File: src/rtl/ipcb_regs.svh
// register offsets, field positions and reset values of the priority bank
`ifndef IPCB_REGS_SVH
`define IPCB_REGS_SVH

`define IPCB_ADDR_W         12
`define IPCB_DATA_W         32
`define IPCB_NUM_SRC        10
`define IPCB_NUM_REG        3
`define IPCB_NUM_LANE       4
`define IPCB_LANE_W         8
`define IPCB_CTRL3_LANES    2

`define IPCB_OFF_CTRL3      12'h000
`define IPCB_OFF_CTRL4      12'h004
`define IPCB_OFF_CTRL5      12'h008

`define IPCB_IDX_CTRL3      2'h0
`define IPCB_IDX_CTRL4      2'h1
`define IPCB_IDX_CTRL5      2'h2

`define IPCB_PRIO_LSB       2
`define IPCB_PRIO_W         3
`define IPCB_SUB_LSB        0
`define IPCB_SUB_W          2
`define IPCB_CFG_W          5

`define IPCB_CFG_RST        5'h00
`define IPCB_PRIO_OFF       3'h0
`define IPCB_RSVD_MASK      32'hE0E0E0E0
`define IPCB_CTRL3_RD_MASK  32'h00001F1F

`endif

File: src/rtl/ipcb_pkg.sv
// types shared by the priority bank and its arbiter
package ipcb_pkg;
	typedef logic [2:0] ipcb_prio_t;
	typedef logic [1:0] ipcb_sub_t;
	typedef logic [4:0] ipcb_key_t;
	typedef logic [3:0] ipcb_id_t;
	typedef logic [1:0] ipcb_idx_t;
	typedef enum logic [3:0] {
		ipcb_src_timer3,
		ipcb_src_capture3,
		ipcb_src_timer4,
		ipcb_src_capture4,
		ipcb_src_compare_out4,
		ipcb_src_ext_irq4,
		ipcb_src_timer5,
		ipcb_src_capture5,
		ipcb_src_compare_out5,
		ipcb_src_serial_periph1
	} ipcb_src_t;
endpackage

File: src/rtl/ipcb_arbiter.sv
// picks the pending source with the largest priority/subpriority key
`timescale 1ns/1ps
`include "ipcb_regs.svh"
module ipcb_arbiter (
	cand_valid,
	cand_key,
	win_valid,
	win_id,
	win_key
);
	input  wire logic [`IPCB_NUM_SRC-1:0]             cand_valid;
	input  wire logic [`IPCB_NUM_SRC*`IPCB_CFG_W-1:0] cand_key;
	output wire logic                                 win_valid;
	output ipcb_pkg::ipcb_id_t                        win_id;
	output ipcb_pkg::ipcb_key_t                       win_key;

	logic                [`IPCB_NUM_SRC:0] best_v;
	ipcb_pkg::ipcb_id_t                    best_id  [`IPCB_NUM_SRC+1];
	ipcb_pkg::ipcb_key_t                   best_key [`IPCB_NUM_SRC+1];

	assign best_v[0]   = 1'b0;
	assign best_id[0]  = 4'h0;
	assign best_key[0] = 5'h00;

	// strictly larger key replaces, so equal keys keep the lower source index
	genvar i;
	generate
		for (i = 0; i < `IPCB_NUM_SRC; i++) begin : g_chain
			wire ipcb_pkg::ipcb_key_t key_i = cand_key[i*`IPCB_CFG_W +: `IPCB_CFG_W];
			wire take = cand_valid[i] && (!best_v[i] || key_i > best_key[i]);
			assign best_v[i+1]   = best_v[i] | cand_valid[i];
			assign best_id[i+1]  = take ? 4'(i) : best_id[i];
			assign best_key[i+1] = take ? key_i : best_key[i];
		end
	endgenerate

	assign win_valid = best_v[`IPCB_NUM_SRC];
	assign win_id    = best_id[`IPCB_NUM_SRC];
	assign win_key   = best_key[`IPCB_NUM_SRC];
endmodule

File: src/rtl/ipcb_top.sv
// interrupt priority bank: APB registers for ten sources and the winning request
//
// What this block does
// - priority code zero disables the source
// - nonzero priority code is the level itself
// - subpriority code is the sublevel itself
// - top lane: priority 28-26, subpriority 25-24
// - second lane: priority 20-18, subpriority 17-16
// - third lane: priority 12-10, subpriority 9-8
// - lowest lane: priority 4-2, subpriority 1-0
// - all fields read/write, zero after reset
// - register four: ext4, compare4, capture4, timer4
// - register five: serial1, compare5, capture5, timer5
// - register three low half: capture3, timer3
//
// Chosen here: the placing of the registers and the APB slave port.
`timescale 1ns/1ps
`include "ipcb_regs.svh"
module ipcb_top (
	pclk,
	presetn,
	psel,
	penable,
	pwrite,
	paddr,
	pwdata,
	pstrb,
	prdata,
	pready,
	pslverr,
	irq_pending,
	irq_req,
	irq_id,
	irq_level,
	irq_sublevel
);
	input  wire logic                     pclk;
	input  wire logic                     presetn;
	input  wire logic                     psel;
	input  wire logic                     penable;
	input  wire logic                     pwrite;
	input  wire logic [`IPCB_ADDR_W-1:0]  paddr;
	input  wire logic [`IPCB_DATA_W-1:0]  pwdata;
	input  wire logic [`IPCB_NUM_LANE-1:0] pstrb;
	output wire logic [`IPCB_DATA_W-1:0]  prdata;
	output wire logic                     pready;
	output wire logic                     pslverr;
	input  wire logic [`IPCB_NUM_SRC-1:0] irq_pending;
	output wire logic                     irq_req;
	output ipcb_pkg::ipcb_id_t            irq_id;
	output ipcb_pkg::ipcb_prio_t          irq_level;
	output ipcb_pkg::ipcb_sub_t           irq_sublevel;

	// address decode, used by the read path and the write path
	function automatic logic addr_hit(input logic [`IPCB_ADDR_W-1:0] a);
		addr_hit = (a == `IPCB_OFF_CTRL3) || (a == `IPCB_OFF_CTRL4) ||
			(a == `IPCB_OFF_CTRL5);
	endfunction

	function automatic ipcb_pkg::ipcb_idx_t addr_idx(input logic [`IPCB_ADDR_W-1:0] a);
		addr_idx = (a == `IPCB_OFF_CTRL5) ? `IPCB_IDX_CTRL5 :
			(a == `IPCB_OFF_CTRL4) ? `IPCB_IDX_CTRL4 : `IPCB_IDX_CTRL3;
	endfunction

	// source placement: register three holds two sources, four and five hold four each
	function automatic int src_reg(input int s);
		src_reg = (s < `IPCB_CTRL3_LANES) ? 0 : ((s - `IPCB_CTRL3_LANES) / `IPCB_NUM_LANE) + 1;
	endfunction

	function automatic int src_lane(input int s);
		src_lane = (s < `IPCB_CTRL3_LANES) ? s : (s - `IPCB_CTRL3_LANES) % `IPCB_NUM_LANE;
	endfunction

	// bus state
	logic                        pready_ff;
	logic                        pslverr_ff;
	logic [`IPCB_DATA_W-1:0]     prdata_ff;
	logic                        nxt_pready;
	logic                        nxt_pslverr;
	logic [`IPCB_DATA_W-1:0]     nxt_prdata;

	// per-source settings, bits 4-2 priority and 1-0 subpriority
	ipcb_pkg::ipcb_key_t         cfg_ff [`IPCB_NUM_SRC];

	// winner outputs
	logic                        irq_req_ff;
	ipcb_pkg::ipcb_id_t          irq_id_ff;
	ipcb_pkg::ipcb_prio_t        irq_level_ff;
	ipcb_pkg::ipcb_sub_t         irq_sublevel_ff;

	wire                         setup_w;
	wire                         wr_fire;
	wire                         rd_fire;
	wire ipcb_pkg::ipcb_idx_t    cur_idx;
	wire                         cur_hit;
	wire [`IPCB_DATA_W-1:0]      rd_acc [`IPCB_NUM_SRC+1];
	wire [`IPCB_NUM_SRC-1:0]     cand_valid;
	wire [`IPCB_NUM_SRC*`IPCB_CFG_W-1:0] cfg_flat;
	wire [`IPCB_NUM_SRC-1:0]     beats_w;
	wire                         win_valid;
	wire ipcb_pkg::ipcb_id_t     win_id;
	wire ipcb_pkg::ipcb_key_t    win_key;
	wire ipcb_pkg::ipcb_key_t    out_key;

	assign setup_w = psel && !penable;
	assign wr_fire = psel && penable && pready_ff && pwrite && !pslverr_ff;
	assign rd_fire = psel && penable && pready_ff && !pwrite;
	assign cur_idx = addr_idx(paddr);
	assign cur_hit = addr_hit(paddr);
	assign out_key = {irq_level_ff, irq_sublevel_ff};

	assign rd_acc[0] = 32'h00000000;

	genvar s;
	generate
		for (s = 0; s < `IPCB_NUM_SRC; s++) begin : g_src
			localparam int REG_I  = src_reg(s);
			localparam int LANE_I = src_lane(s);
			localparam int BASE_I = LANE_I * `IPCB_LANE_W;
			wire                      sel_w = (cur_idx == 2'(REG_I));
			wire                      wr_w  = wr_fire && sel_w && pstrb[LANE_I];
			// only the low five bits of a lane are stored, reserved bits are dropped
			wire ipcb_pkg::ipcb_key_t nxt_cfg = wr_w ? pwdata[BASE_I +: `IPCB_CFG_W] : cfg_ff[s];

			always_ff @(posedge pclk or negedge presetn) begin
				if (!presetn) begin
					cfg_ff[s] <= `IPCB_CFG_RST;
				end else begin
					cfg_ff[s] <= nxt_cfg;
				end
			end

			// read word: the stored field placed back at its lane, zeros elsewhere
			assign rd_acc[s+1] = rd_acc[s] |
				(sel_w ? (32'(cfg_ff[s]) << BASE_I) : 32'h00000000);
			assign cfg_flat[s*`IPCB_CFG_W +: `IPCB_CFG_W] = cfg_ff[s];
			// a source with priority zero is never offered to the arbiter
			assign cand_valid[s] = irq_pending[s] &&
				(cfg_ff[s][`IPCB_PRIO_LSB +: `IPCB_PRIO_W] != `IPCB_PRIO_OFF);
			assign beats_w[s] = cand_valid[s] && (cfg_ff[s] > out_key);
		end
	endgenerate

	// zero-wait slave: ready rises in the first access cycle
	assign nxt_pready  = setup_w;
	assign nxt_pslverr = setup_w && !cur_hit;
	assign nxt_prdata  = (setup_w && !pwrite && cur_hit) ? rd_acc[`IPCB_NUM_SRC] : 32'h00000000;

	always_ff @(posedge pclk or negedge presetn) begin
		if (!presetn) begin
			pready_ff  <= 1'b0;
			pslverr_ff <= 1'b0;
			prdata_ff  <= 32'h00000000;
		end else begin
			pready_ff  <= nxt_pready;
			pslverr_ff <= nxt_pslverr;
			prdata_ff  <= nxt_prdata;
		end
	end

	ipcb_arbiter u_arbiter (
		.cand_valid (cand_valid),
		.cand_key   (cfg_flat),
		.win_valid  (win_valid),
		.win_id     (win_id),
		.win_key    (win_key)
	);

	// the level and sublevel are the raw codes of the winning source
	always_ff @(posedge pclk or negedge presetn) begin
		if (!presetn) begin
			irq_req_ff      <= 1'b0;
			irq_id_ff       <= 4'h0;
			irq_level_ff    <= 3'h0;
			irq_sublevel_ff <= 2'h0;
		end else begin
			irq_req_ff      <= win_valid;
			irq_id_ff       <= win_id;
			irq_level_ff    <= win_key[`IPCB_PRIO_LSB +: `IPCB_PRIO_W];
			irq_sublevel_ff <= win_key[`IPCB_SUB_LSB +: `IPCB_SUB_W];
		end
	end

	assign prdata       = prdata_ff;
	assign pready       = pready_ff;
	assign pslverr      = pslverr_ff;
	assign irq_req      = irq_req_ff;
	assign irq_id       = irq_id_ff;
	assign irq_level    = irq_level_ff;
	assign irq_sublevel = irq_sublevel_ff;

	wire ipcb_pkg::ipcb_key_t chosen_key = cfg_ff[irq_id_ff];
endmodule

File: config.mk
export PLATFORM = sky130hd
export DESIGN_NAME = ipcb_top
export DESIGN_NICKNAME = d
export VERILOG_FILES = /design/src/rtl/ipcb_pkg.sv /design/src/rtl/ipcb_arbiter.sv /design/src/rtl/ipcb_top.sv
export VERILOG_INCLUDE_DIRS = /design/src /design/src/rtl
export SDC_FILE = /design/constraint.sdc
export NUM_CORES = 1
export LEC_CHECK = 0
export BUFFER_PORTS_ARGS = -buffer_cell sky130_fd_sc_hd__buf_2
export CAP_MARGIN = 20
export CORE_ASPECT_RATIO = 1.5
export CORE_MARGIN = 2
export CORE_UTILIZATION = 60
export CTS_CLUSTER_DIAMETER = 150
export DETAILED_ROUTE_END_ITERATION = 6
export PLACE_DENSITY = 0.85
export SLEW_MARGIN = 20
export SYNTH_ARGS = -nofsm -noshare
export SYNTH_HDL_FRONTEND = slang
export SYNTH_HIERARCHICAL = 1
export SYNTH_SLANG_ARGS = --single-unit
File: constraint.sdc
create_clock -name pclk -period 34.4 [get_ports pclk]
set_input_delay 0 -clock pclk [delete_from_list [all_inputs] [get_ports pclk]]
set_output_delay 0 -clock pclk [all_outputs]
set_load 0.005 [all_outputs]
After elaboration in Yosys (flattened, before gate mapping)
Index checks and enable logic that the tools add are counted.
- input port bits: 63
- register bits after elaboration: 94
- output and inout port bits: 44
- order comparisons: 9
- eq/ne operators: 4
- bitwise gates (word level): 18
- muxes and demuxes: 32
- reduce and logical (&&, ||, !) cells: 76
- operators by type and width (operator ; count):
    $mux W5 ; 13
    $mux W29 ; 2
    $gt A5 B5 Y1 ; 9
    $mux W21 ; 2
    $logic_and A1 B1 Y1 ; 40
    $mux W13 ; 3
    $mux W32 ; 1
    $mux W4 ; 8
    $reduce_bool A3 Y1 ; 10
    $or A21 B29 Y29 ; 1
    $or A29 B13 Y29 ; 1
    $or A29 B21 Y29 ; 1
    $or A29 B29 Y29 ; 1
    $or A29 B5 Y29 ; 1
    $or A13 B21 Y21 ; 1
    $logic_not A1 Y1 ; 13
    $or A13 B13 Y13 ; 1
    $or A13 B5 Y13 ; 1
    $or A5 B13 Y13 ; 1
    $eq A12 B3 Y1 const B ; 1
    $eq A12 B4 Y1 const B ; 1
    $logic_not A12 Y1 ; 1
    $logic_or A1 B1 Y1 ; 11
    $or A1 B1 Y1 ; 9
    5 further kinds ; 6

Longest topological paths before layout
Gate-level depths: netlist of run 1.
- word-level depth: 39
- depth in mapped cells: 88
- gate-level depth less buffers: 84

By module
The synthesis of run 1 kept the hierarchy.
- by module, submodules not included (module ; times used ; cells each ; area an instance (µm²) ; sequential area each (µm²)):
    ipcb_top ; 1 ; 244 ; 3343.2 ; 2052.0
    ipcb_arbiter ; 1 ; 392 ; 2642.5 ; 0.0

Least setup slack after synthesis of run 1
Ideal clock, no wire load.
- kind: register to register
- start: register cfg_ff[49] (netlist name)
- end: register irq_level_ff[0], in the netlist irq_level[0]
- path buffers: 4
- stages on the path, launching flop included: 82
- required time: 34277 ps
- path slack: 19460 ps
- clock period less this slack: 14940 ps
- arrival time: 14816 ps
- path through: dfrtp_1 o31a_1 buf_2 nand2_1 ha_1 nand4_1 o21a_1 o21a_1 nor2_1 a21oi_1 ha_1 and4b_1 or2_1 a221oi_4 clkbuf_1 mux2i_1 inv_1 ha_1 (+46 left out) nand2b_1 a21oi_1 a31oi_1 o21ai_0 clkbuf_1 nor2_1 a21o_1 ha_1 nor2b_1 o21a_1 o21ai_0 nand2b_1 a21oi_1 a31oi_1 o21ai_1 nand2_1 a21oi_1 a21oi_1
- cells in the longest elaborated chain, start to end: 39
- elaborated cells on any way between the ends: 56
- RTL lines (item ; RTL line ; text):
    from (decl) ; ipcb_top.sv:83 ; ipcb_pkg::ipcb_key_t cfg_ff [`IPCB_NUM_SRC];
    from (signal, indexed assignment) ; ipcb_top.sv:127 ; cfg_ff[s] <= `IPCB_CFG_RST;
    from (signal, indexed assignment) ; ipcb_top.sv:129 ; cfg_ff[s] <= nxt_cfg;
    $reduce_bool A3 Y1 (no line) (*) ; - ;
    $logic_and A1 B1 Y1 (*) ; ipcb_top.sv:138 ; assign cand_valid[s] = irq_pending[s] &&
    named net cand_valid[0] ; ipcb_top.sv:97 ; wire [`IPCB_NUM_SRC-1:0] cand_valid;
    $mux W5 ; ipcb_arbiter.sv:33 ; assign best_key[i+1] = take ? key_i : best_key[i];
    $gt A5 B5 Y1 ; ipcb_arbiter.sv:30 ; wire take = cand_valid[i] && (!best_v[i] || key_i > best_key[i]);
    $logic_or A1 B1 Y1 ; ipcb_arbiter.sv:30 ;
    $logic_and A1 B1 Y1 ; ipcb_arbiter.sv:30 ;
    $mux W5 ; ipcb_arbiter.sv:33 ;
    (+25 left out) ; - ;
    $logic_or A1 B1 Y1 ; ipcb_arbiter.sv:30 ;
    $logic_and A1 B1 Y1 ; ipcb_arbiter.sv:30 ;
    $mux W5 ; ipcb_arbiter.sv:33 ;
    $gt A5 B5 Y1 ; ipcb_arbiter.sv:30 ;
    $logic_or A1 B1 Y1 ; ipcb_arbiter.sv:30 ;
    $logic_and A1 B1 Y1 ; ipcb_arbiter.sv:30 ;
    $mux W5 (*) ; ipcb_arbiter.sv:33 ;
    named net win_key[2] ; ipcb_top.sv:102 ; wire ipcb_pkg::ipcb_key_t win_key;
    to (signal assigned) ; ipcb_top.sv:179 ; irq_level_ff <= win_key[`IPCB_PRIO_LSB +: `IPCB_PRIO_W];
    to (decl) ; ipcb_top.sv:88 ; ipcb_pkg::ipcb_prio_t irq_level_ff;
The timed path passes the listed nets; every way through them passes the cells marked *.
A chain may end at the register's enable or synchronous reset.

Final worst setup path of run 1
- start: register cfg_ff[49] (netlist name)
- end: register irq_sublevel_ff[1], in the netlist irq_sublevel[1]
- cells in the longest elaborated chain, start to end: 39
- elaborated cells on any way between the ends: 56
- RTL lines (item ; RTL line ; text):
    $reduce_bool A3 Y1 (no line) (*) ; - ;
    $logic_and A1 B1 Y1 (*) ; ipcb_top.sv:138 ;
    named net cand_valid[0] ; ipcb_top.sv:97 ;
    $mux W5 ; ipcb_arbiter.sv:33 ;
    $gt A5 B5 Y1 ; ipcb_arbiter.sv:30 ;
    $logic_or A1 B1 Y1 ; ipcb_arbiter.sv:30 ;
    $logic_and A1 B1 Y1 ; ipcb_arbiter.sv:30 ;
    $mux W5 ; ipcb_arbiter.sv:33 ;
    (+25 left out) ; - ;
    $logic_or A1 B1 Y1 ; ipcb_arbiter.sv:30 ;
    $logic_and A1 B1 Y1 ; ipcb_arbiter.sv:30 ;
    $mux W5 ; ipcb_arbiter.sv:33 ;
    $gt A5 B5 Y1 ; ipcb_arbiter.sv:30 ;
    $logic_or A1 B1 Y1 ; ipcb_arbiter.sv:30 ;
    $logic_and A1 B1 Y1 ; ipcb_arbiter.sv:30 ;
    $mux W5 (*) ; ipcb_arbiter.sv:33 ;
    named net win_key[1] ; ipcb_top.sv:102 ;
    to (signal assigned) ; ipcb_top.sv:180 ; irq_sublevel_ff <= win_key[`IPCB_SUB_LSB +: `IPCB_SUB_W];
    to (decl) ; ipcb_top.sv:89 ; ipcb_pkg::ipcb_sub_t irq_sublevel_ff;
Marked as above.

==> flow_metrics.tcl, run 1 <==
set metrics [dict create \
    r2r-start "cfg_ff[49]" \
    cts_setup_buffers 0 \
    cp_top_family "compound AO/OA/AOI/OAI gates" \
    switchingPower_w 0.000102 \
    yosys.area_share.simple_pct 16.9 \
    synth_compound_area_share_pct 23.9 \
    path_depth 83 \
    slew_violations 0 \
    hpwl_mm 12.3 \
    portBuffers 82 \
    maxUsedRoutingLayer "met4" \
    cp.arrival_ns 18.04 \
    synth_area_um2 5990 \
    initial_utilization_pct 61.8 \
    power_leakage_nw 3.19 \
    crit_start "cfg_ff[49]" \
    cp_data_required_time_ns 34.61 \
    grt_pass1_vias 5772 \
    tns_ns 0 \
    crit_buf_inv 8 \
    power_frac_comb_pct 32.5 \
    fmax_ghz 0.0561 \
    num_antenna_cells 0 \
    seq_power_share_pct 33.8 \
    outcome "complete, but fails checks" \
    cts-root-buf "clkbuf_16" \
    p_total_w 0.000307 \
    postCtsHoldBufs 23 \
    synth_cell_types 79 \
    end_kind "flip-flop" \
    ant_nets 0 \
    io_pins 107 \
    power.density_nw_per_um2 44.0 \
    ys_seq_area_share_pct 34.3 \
    synth-seq-cells 82 \
    period_share_pct 51.8 \
    slew_headroom_pct 35.1 \
    drtIter0Drc 282 \
    netlist_instances 636 \
    ys.flop_type "dfrtp_1" \
    fillers 668 \
    grt_setup_unrepaired "false" \
    synth_edf_count 0 \
    cts-htree-levels 3 \
    wl_per_cell_um 20.2 \
    gp_congestion 0.902 \
    route.vias.total 5639 \
    hold_class "input port to flip-flop" \
    post-route-drc-count 1 \
    ys_top_cells_by_area "dfrtp_1, mux2_2, ha_1, nand2_1, nor2_1" \
    cts_tree "built" \
    muxShareOfSynthArea_pct 12.5 \
    p_int_w 0.000205 \
    fin_worst_skew_ns 0.00679 \
    grt_max_degree 83 \
    drive_gt1_share_pct 23.9 \
    final_nets 833 \
    switching_share_pct 33.3 \
    wl_met3_um 917 \
    post_cts_resized 0 \
    area_growth_pct 16.8 \
    crit_fanout 16 \
    fp.dieH_um 126 \
    max_stage_delay_ns 0.70 \
    fp.dieW_um 85.6 \
    yosysWarnings 6 \
    wl_met2_mm 9.14 \
    violations "DRC" \
    placementRows 44 \
    coreArea_um2 9690 \
    firstDrtPassIters 7 \
    final_hold_viol_count 0 \
    path_class "flip-flop to flip-flop" \
    path_clk_slew_ns 0.06 \
    die_area_um2 10800 \
    synth_top_family_by_area "compound AO/OA/AOI/OAI gates" \
    avgSynthCellArea_um2 9.41 \
    clk_latency_ns 0.34 \
    period_minus_slack_ns 17.83 \
    startpoint_type "flip-flop" \
    clkPwrFrac_pct 33.7 \
    viasPerCell 6.58 \
    synth_top_area_share_pct 34.3 \
    timing.final.setup_violations 0 \
    maxCapViolCount 0 \
    regToRegSetupSlack_ns 16.57 \
    ff2ff_path_depth 83 \
    synthXorXnorAreaFrac_pct 0.439 \
    async_flop_share_pct 100 \
    gr-usage-all-layers_pct 32.2 \
    critical_path.endpoint "irq_sublevel[1]" \
    yosysTopAreaCell "dfrtp_1" \
    routed_wl_mm 17.3 \
    cts_buffers 9 \
    clockBufferDepth 2 \
    ir_drop_mv 0.0394 \
    r2r-end "irq_sublevel[1]" \
    critPathMostFrequentCell "o21ai_0" \
    synth_fa_ha_area_share_pct 6.90 \
    clkSinkCount 82 \
    antenna_found_initial 0 \
    grt_pass1_wl_mm 27.7 \
    worstMarginPinSlew_ns 0.972 \
    grt_overflow 0 \
    crit_path_top_delay_cell "a221oi_4" \
    drt-met1-wl_mm 6.24 \
]
-- power by group through the flow --
stage / clock [W] / sequential, W / combinational [W]
6_report: 0.000104 / 0.000104 / 0.000100
3_5_place_dp: 0 / 0.000105 / 0.0000940
5_1_grt: 0.000108 / 0.000104 / 0.000109
3_3_place_gp: 0 / 0.000105 / 0.0000899
4_1_cts: 0.000103 / 0.000104 / 0.0000974
2_1_floorplan: 0 / 0.000104 / 0.0000712
-- area by class of cell --
| type | instances | area, um2 | area share [%] |
|---|---|---|---|
| clock buffers | 11 | 243 | 3.47 |
| repair buffers | 106 | 652 | 9.33 |
| flip-flops and latches | 82 | 2050 | 29.4 |
| multi-input cells | 498 | 3670 | 52.5 |
| inverters | 40 | 150 | 2.15 |
| well taps | 115 | 144 | 2.06 |
| clock inverters | 5 | 77.6 | 1.11 |
-- kinds of logic (layout without fill, tap and decap cells) --
family,after synthesis,after routing
AOI/OAI and AO/OA,188,188
xor gates and xnor gates,3,3
adders and majority gates,33,33
buffers and inverters,67,162
DFF,82,82
muxes,67,67
other,1,12
and+or+nand+nor,195,195
-- state kept, by name (all words and copies together) (netlist names) --
signal / count
irq_req: 1
pslverr: 1
irq_level: 3
prdata: 20
irq_id: 4
cfg_ff: 50
irq_sublevel: 2
pready: 1
-- per-stage QoR --
| stage | util, % | area [um2] | worst slack (ns) | instances | hold WS, ns |
|---|---|---|---|---|---|
| 2_1_floorplan | - | 6030 | 19.46 | 647 | -0.296 |
| 3_3_place_gp | 66.4 | 6430 | 17.13 | 817 | 0.192 |
| 3_5_place_dp | 66.4 | 6440 | 17.13 | 818 | 0.214 |
| 4_1_cts | 72.1 | 6990 | 17.03 | 857 | 0.0134 |
| 5_1_grt | 72.1 | 6990 | 14.98 | 857 | 0.0476 |
| 6_report | 72.1 | 6990 | 16.57 | 857 | 0.0170 |
-- cells in the mapped netlist, types with 12 or more instances --
master,n
buf_4,13
ha_1,33
mux2_2,55
nand4_1,13
a22oi_1,21
nand2_1,48
nand3_1,19
inv_1,40
a21oi_1,35
nor2b_1,13
dfrtp_1,82
nand2b_1,12
o21ai_0,25
a211oi_1,14
nor2_1,48
-- worst min-delay path, delay by kind of cell --
family | cells | cell delay [ns]
compound gates | 1 | 0.13
buf+inv | 1 | 0.07
simple gates | 1 | 0.11
-- cell usage in the layout (no fill, tap or decap), drive strengths merged, types with 3 or more instances in the layout --
cell          n
inv          40
nand3        19
buf          83
o2111a        3
nand2        48
and2         10
o21ai        31
nor3          4
ha           33
xnor2         3
conb         12
o31a         11
o21a          6
o211ai       10
mux2i        10
a22oi        21
nor2         48
dlygate4sd3  23
or2           4
nor2b        13
or3           5
o22ai         6
a31oi         7
o311ai        4
clkbuf       11
a21o          8
a211oi       17
a31o          3
nand4        13
a21oi        35
and3          6
o2111ai       6
nor4          5
o31ai         3
nand2b       12
mux2         57
dfrtp        82
-- worst min-delay path by stage --
stage	from	end	slack [ns]	cells after the start
2_1_floorplan	presetn	cfg_ff[0]	-0.30	0
3_3_place_gp	penable	pready	0.19	2
3_5_place_dp	penable	pready	0.21	2
4_1_cts	irq_pending[9]	irq_req	0.01	3
5_1_grt	irq_pending[9]	irq_req	0.05	3
6_report	irq_pending[9]	irq_req	0.02	3
-- routing by layer --
layer,global-route usage [%],vias up
met4,19.2,0
met5,0,-
met1,34.8,2735
met2,58.8,282
met3,4.03,68
li1,-,2554
No activity file was read; power rests on OpenSTA's default activity.
==> run 2, diff against run 1 <==
--- a/config.mk
+++ b/config.mk
@@ -6,14 +6,15 @@
 export SDC_FILE = /design/constraint.sdc
 export NUM_CORES = 1
 export LEC_CHECK = 0
+export ABC_AREA = 1
 export BUFFER_PORTS_ARGS = -buffer_cell sky130_fd_sc_hd__buf_2
 export CAP_MARGIN = 20
 export CORE_ASPECT_RATIO = 1.5
 export CORE_MARGIN = 2
-export CORE_UTILIZATION = 60
+export CORE_UTILIZATION = 57
 export CTS_CLUSTER_DIAMETER = 150
 export DETAILED_ROUTE_END_ITERATION = 6
-export PLACE_DENSITY = 0.85
+export PLACE_DENSITY = 0.82
 export SLEW_MARGIN = 20
 export SYNTH_ARGS = -nofsm -noshare
 export SYNTH_HDL_FRONTEND = slang
==> constraint.sdc (replaced) <==
create_clock -name pclk -period 18.6 [get_ports pclk]
set_input_delay 0 -clock pclk [delete_from_list [all_inputs] [get_ports pclk]]
set_output_delay 0 -clock pclk [all_outputs]
set_load 0.005 [all_outputs]
==> flow_metrics.tcl, run 2 <==
set metrics [dict create \
    ant_nets 0 \
    synth_top_family_by_area "simple AND/OR/NAND/NOR gates" \
    layout_setup_ws_ns 6.17 \
    max_stage_delay_ns 0.47 \
    yosysTopAreaCell "dfrtp_1" \
    ys_seq_area_share_pct 35.7 \
    gr-usage-all-layers_pct 28.0 \
    synth_compound_area_share_pct 7.97 \
    power_leakage_nw 3.74 \
    slew_headroom_pct 38.8 \
    grt_pass1_vias 5310 \
    die_area_um2 10900 \
    crit_path_top_delay_cell "dfrtp_1" \
    muxShareOfSynthArea_pct 0 \
    final_hold_viol_count 0 \
    cp.arrival_ns 12.67 \
    final_core_util_pct 68.3 \
    async_flop_share_pct 100 \
    critPathMostFrequentCell "nand2_1" \
    cts-htree-levels 3 \
    seqCellArea_um2 2050 \
    firstDrtPassIters 6 \
    post-route-drc-count 0 \
    fin_cells 1014 \
    drive_gt1_share_pct 17.7 \
    cts_buffers 9 \
    end_kind "flip-flop" \
    ys.flop_type "dfrtp_1" \
    whs_ns 0.0128 \
    route.vias.total 5666 \
    antenna_found_initial 1 \
    placementRows 44 \
    synth_edf_count 0 \
    ir_drop_mv 0.0617 \
    power.density_nw_per_um2 78.8 \
    synthTopCellsByCount "nand2_1, nand3_1, dfrtp_1" \
    yosys.area_share.simple_pct 39.8 \
    portBuffers 82 \
    synth_top_area_share_pct 35.7 \
    coreArea_um2 9740 \
    startpoint_type "flip-flop" \
    slew_violations 0 \
    routed_wl_mm 15.2 \
    cp_data_required_time_ns 18.84 \
    final_nets 989 \
    wl_per_cell_um 14.9 \
    fp.dieW_um 86 \
    fin_worst_skew_ns 0.00604 \
    area_growth_pct 15.8 \
    yosysWarnings 6 \
    drtIter0Drc 317 \
    initial_utilization_pct 59.0 \
    cts-root-buf "clkbuf_16" \
    cts_tree "built" \
    largest_reg_flops 50 \
    crit_buf_inv 8 \
    viasPerCell 5.59 \
    clockBufferDepth 2 \
    hold_class "input port to flip-flop" \
    timing.final.setup_violations 0 \
    worstMarginPinSlew_ns 0.915 \
    fmax_ghz 0.0805 \
    outcome "complete, no violations" \
    grt_max_degree 83 \
    period_share_pct 66.8 \
    path_clk_slew_ns 0.06 \
    fp.dieH_um 127 \
    period_minus_slack_ns 12.43 \
    maxCapViolCount 0 \
    clk_latency_ns 0.33 \
    multiInputGateArea_um2 3200 \
    synth-seq-cells 82 \
    synth_fa_ha_area_share_pct 7.18 \
    crit_fanout 12 \
    grt_pass1_wl_mm 24.3 \
    yosysMostFrequentCell "nand2_1" \
    synth_area_um2 5750 \
    cp_top_family "simple AND/OR/NAND/NOR gates" \
    synth_cell_types 34 \
    tns_ns 0 \
    grt_setup_unrepaired "false" \
    avgSynthCellArea_um2 7.19 \
    path_class "flip-flop to flip-flop" \
    netlist_instances 800 \
    gp_congestion 0.954 \
    post-place-ws_ns 6.46 \
    io_pins 107 \
    ys_top_cells_by_area "dfrtp_1, nand2_1, nand3_1, ha_1, inv_1" \
    synthXorXnorAreaFrac_pct 0 \
    final_cell_mix "nand2_1, nand3_1, dfrtp_1" \
    final_common_cell "nand2_1" \
    clkSinkCount 82 \
    grt_overflow 0 \
    post_cts_resized 0 \
    fillers 798 \
    largest_register "cfg_ff" \
    hpwl_mm 11.1 \
    placed_cells 974 \
]
## run 2: changes by cell type in the layout (fill, tap and decap cells not counted), sizes merged, moves of 18 or more
cell	delta
nand3	+88
nand2	+250
o21ai	-18
mux2	-57
inv	+38
a22oi	-21
## run 2: report_power, final
part / leakage (nW) / internal, W / total [W] / switching [W]
Sequential: 1.13 / 0.000186 / 0.000192 / 0.00000685
Combinational: 2.46 / 0.0000616 / 0.000156 / 0.0000948
Clock: 0.143 / 0.000108 / 0.000176 / 0.0000683
Total: 3.74 / 0.000355 / 0.000525 / 0.000170
## run 2: final timing paths
kind                            slack, ns  depth (start not counted)         end            from
worst max-delay path                 6.17                         93   irq_id[2]      cfg_ff[48]
worst min register to register       0.50                          2  cfg_ff[20]      cfg_ff[20]
min in group asynchronous            0.26                          2  cfg_ff[29]         presetn
worst max register to register       6.17                         93   irq_id[2]      cfg_ff[48]
worst min-delay path                 0.01                          3     irq_req  irq_pending[9]
max in group asynchronous           17.82                          2  prdata[11]         presetn
## run 2: logic make-up after synthesis
family / Yosys count
compound gates: 75
buf+inv: 116
fa+ha+maj: 33
simple gates: 493
flops: 82
other cells: 1
## run 2: layout make-up
| class | instances | area share, % |
|---|---|---|
| Multi-Input combinational cell | 613 | 48.1 |
| Sequential cell | 82 | 30.8 |
| Inverter | 80 | 4.51 |
| Timing Repair Buffer | 107 | 9.94 |
| Tap cell | 115 | 2.16 |
| Clock buffer | 12 | 3.70 |
| Clock inverter | 4 | 0.770 |
| Antenna cell | 1 | 0.0376 |
## run 2: routing by layer
metal / global-route usage, % / vias up / share of wire (%)
met4: 19.0 / 0 / 6.3
met5: 0 / - / 0
met3: 3.10 / 57 / 4.5
met1: 31.1 / 2618 / 37
li1: - / 2768 / -
met2: 49.2 / 223 / 52
## run 2: worst reg2reg max path, delay by kind of cell, from the launching register on
kind                       cells  cell delay, ns
adders and majority gates      9            2.57
AOI/OAI and AO/OA             20            2.98
buffers and inverters          8            0.54
DFF                            1            0.47
and+or+nand+nor               56            5.74
## run 2: per-stage QoR
stage | instance area (um2) | total power (W)
finish | 6660 | 0.000525
CTS | 6650 | 0.000524
floorplan | 5790 | 0.000311
global route | 6660 | 0.000555
detailed placement | 6130 | 0.000346
global placement | 6130 | 0.000342
## run 2: what timing repair did
action                    CTS  global route
hold endpoints to repair  133             0
buffers inserted            0             0
hold buffers               23             0
==> run 3, diff against run 2 <==
--- a/config.mk
+++ b/config.mk
@@ -6,7 +6,7 @@
 export SDC_FILE = /design/constraint.sdc
 export NUM_CORES = 1
 export LEC_CHECK = 0
-export ABC_AREA = 1
+export ABC_AREA = 0
 export BUFFER_PORTS_ARGS = -buffer_cell sky130_fd_sc_hd__buf_2
 export CAP_MARGIN = 20
 export CORE_ASPECT_RATIO = 1.5
@@ -14,7 +14,7 @@
 export CORE_UTILIZATION = 57
 export CTS_CLUSTER_DIAMETER = 150
 export DETAILED_ROUTE_END_ITERATION = 6
-export PLACE_DENSITY = 0.82
+export PLACE_DENSITY = 0.81
 export SLEW_MARGIN = 20
 export SYNTH_ARGS = -nofsm -noshare
 export SYNTH_HDL_FRONTEND = slang
==> constraint.sdc (replaced) <==
create_clock -name pclk -period 12.2 [get_ports pclk]
set_input_delay 0 -clock pclk [delete_from_list [all_inputs] [get_ports pclk]]
set_output_delay 0 -clock pclk [all_outputs]
set_load 0.005 [all_outputs]
==> flow_metrics.tcl, run 3 (synthesis results as in run 1) <==
set metrics [dict create \
    initial_utilization_pct 58.7 \
    grt_overflow 0 \
    timing.final.setup_violations 9 \
    cp_data_required_time_ns 12.45 \
    grt_pass1_wl_mm 32.1 \
    period_share_pct 117 \
    clockBufferDepth 2 \
    final_core_util_pct 85.3 \
    grt_pass1_vias 6651 \
    clkPwrFrac_pct 28.5 \
    violations "setup timing" \
    ant_nets 0 \
    power.density_nw_per_um2 125 \
    hpwl_mm 14.5 \
    crit_fanout 8 \
    final_nets 978 \
    largest_register "cfg_ff" \
    switching_share_pct 35.5 \
    maxCapViolCount 0 \
    grt_max_degree 83 \
    gp_congestion 0.951 \
    crit_path_top_delay_cell "o41ai_4" \
    cp.arrival_ns 14.54 \
    io_pins 107 \
    largest_reg_flops 50 \
    whs_ns 0.0336 \
    clk_latency_ns 0.36 \
    cts_tree "built" \
    portBuffers 82 \
    post-route-drc-count 0 \
    layout_setup_ws_ns -2.09 \
    cts-htree-levels 3 \
    coreArea_um2 10200 \
    wl_per_cell_um 22.7 \
    worstMarginPinSlew_ns 1.13 \
    viasPerCell 6.58 \
    p_int_w 0.000699 \
    post-place-ws_ns -1.63 \
    final_hold_viol_count 0 \
    route.vias.total 6760 \
    slew_violations 0 \
    routed_wl_mm 23.3 \
    max_stage_delay_ns 0.37 \
    fp.dieW_um 87.7 \
    placementRows 45 \
    firstDrtPassIters 7 \
    critPathMostFrequentCell "buf_4" \
    outcome "complete, but fails checks" \
    seq_power_share_pct 26.8 \
    fp.dieH_um 130 \
    power_frac_comb_pct 44.7 \
    seqCellArea_um2 2050 \
    power_leakage_nw 4.01 \
    final_cell_mix "buf_4, dfrtp_1, buf_2" \
    cts-root-buf "clkbuf_16" \
    end_kind "flip-flop" \
    path_clk_slew_ns 0.08 \
    area_growth_pct 45.2 \
    period_minus_slack_ns 14.29 \
    startpoint_type "flip-flop" \
    slew_headroom_pct 24.8 \
    gr-usage-all-layers_pct 36.9 \
    clkSinkCount 82 \
    cts_buffers 9 \
    num_antenna_cells 0 \
    final_common_cell "buf_4" \
    antenna_found_initial 0 \
    drive_gt1_share_pct 46.6 \
    grt_setup_unrepaired "true" \
    ir_drop_mv 0.133 \
    fmax_ghz 0.0700 \
    hold_class "input port to flip-flop" \
    multiInputGateArea_um2 4210 \
    fillers 497 \
    switchingPower_w 0.000384 \
    holdPathStages 3 \
    die_area_um2 11400 \
    drtIter0Drc 567 \
    path_class "flip-flop to flip-flop" \
    fin_worst_skew_ns 0.0141 \
    ff2ff_path_depth 79 \
]
-- run 3: cell types whose count changed in the layout (fill, tap and decap cells not counted), sizes merged, moves of 11 or more --
cell,delta
nand2b,+12
inv,-34
a22oi,+21
nor2b,+13
mux2,+57
buf,+143
a211oi,+17
nand3b,-11
nand3,-88
nand2,-250
o21ai,+18
-- run 3: per-stage QoR --
stage | setup TNS, ns | cells | power, W | cell area (um2)
after floorplan | -11.67 | 647 | 0.000517 | 6270
after global placement | -9.55 | 953 | 0.000670 | 7500
after detailed placement | -14.15 | 953 | 0.000686 | 7500
after CTS | -12.23 | 1010 | 0.00101 | 8300
after global routing | -22.80 | 1028 | 0.00112 | 8690
final | -18.20 | 1028 | 0.00108 | 8690
-- run 3: final timing paths --
kind	startpoint	to	slack (ns)
hold reg to reg	cfg_ff[40]	cfg_ff[40]	0.58
setup reg to reg	cfg_ff[48]	irq_level[1]	-2.09
setup / recovery	cfg_ff[48]	irq_level[1]	-2.09
max in group asynchronous	presetn	cfg_ff[2]	11.44
hold / removal	irq_pending[9]	irq_req	0.03
min in group asynchronous	presetn	cfg_ff[40]	0.25
-- run 3: repair_timing --
item,CTS,global route
hold buffers,24,0
setup endpoints to repair,9,9
buffers inserted,17,21
pin swaps,29,49
resized for setup,28,52
hold endpoints to repair,134,0
-- run 3: worst max-delay path: cells and delay by family (launching register included) --
family          cells  cell delay (ns)
buf+inv            13             1.63
fa+ha+maj           9             2.33
simple gates       19             2.78
compound gates     35             6.25
mux                 3             0.83
flops               1             0.36
-- run 3: per-layer routing --
metal,part of all wire (%),vias to the layer above,routed length (um),global-route usage (%)
met5,0,-,0,0
met4,9.2,0,2140,27.0
met3,6.9,187,1600,8.03
met2,50,485,11700,65.2
met1,34,3225,7940,37.4
li1,-,2863,-,-
-- run 3: power by group through the flow --
stage | clock network (W) | registers, W | logic (W)
after floorplan | 0 | 0.000295 | 0.000223
after global placement | 0 | 0.000293 | 0.000377
after detailed placement | 0 | 0.000294 | 0.000392
after CTS | 0.000304 | 0.000289 | 0.000421
after global routing | 0.000318 | 0.000291 | 0.000509
final | 0.000309 | 0.000290 | 0.000484
-- run 3: cell type report --
type	count	share of cell area (%)
Clock inverter	7	1.21
Tap cell	141	2.03
Clock buffer	9	2.59
Multi-Input combinational cell	498	48.5
Inverter	40	1.81
Sequential cell	82	23.6
Timing Repair Buffer	251	20.3
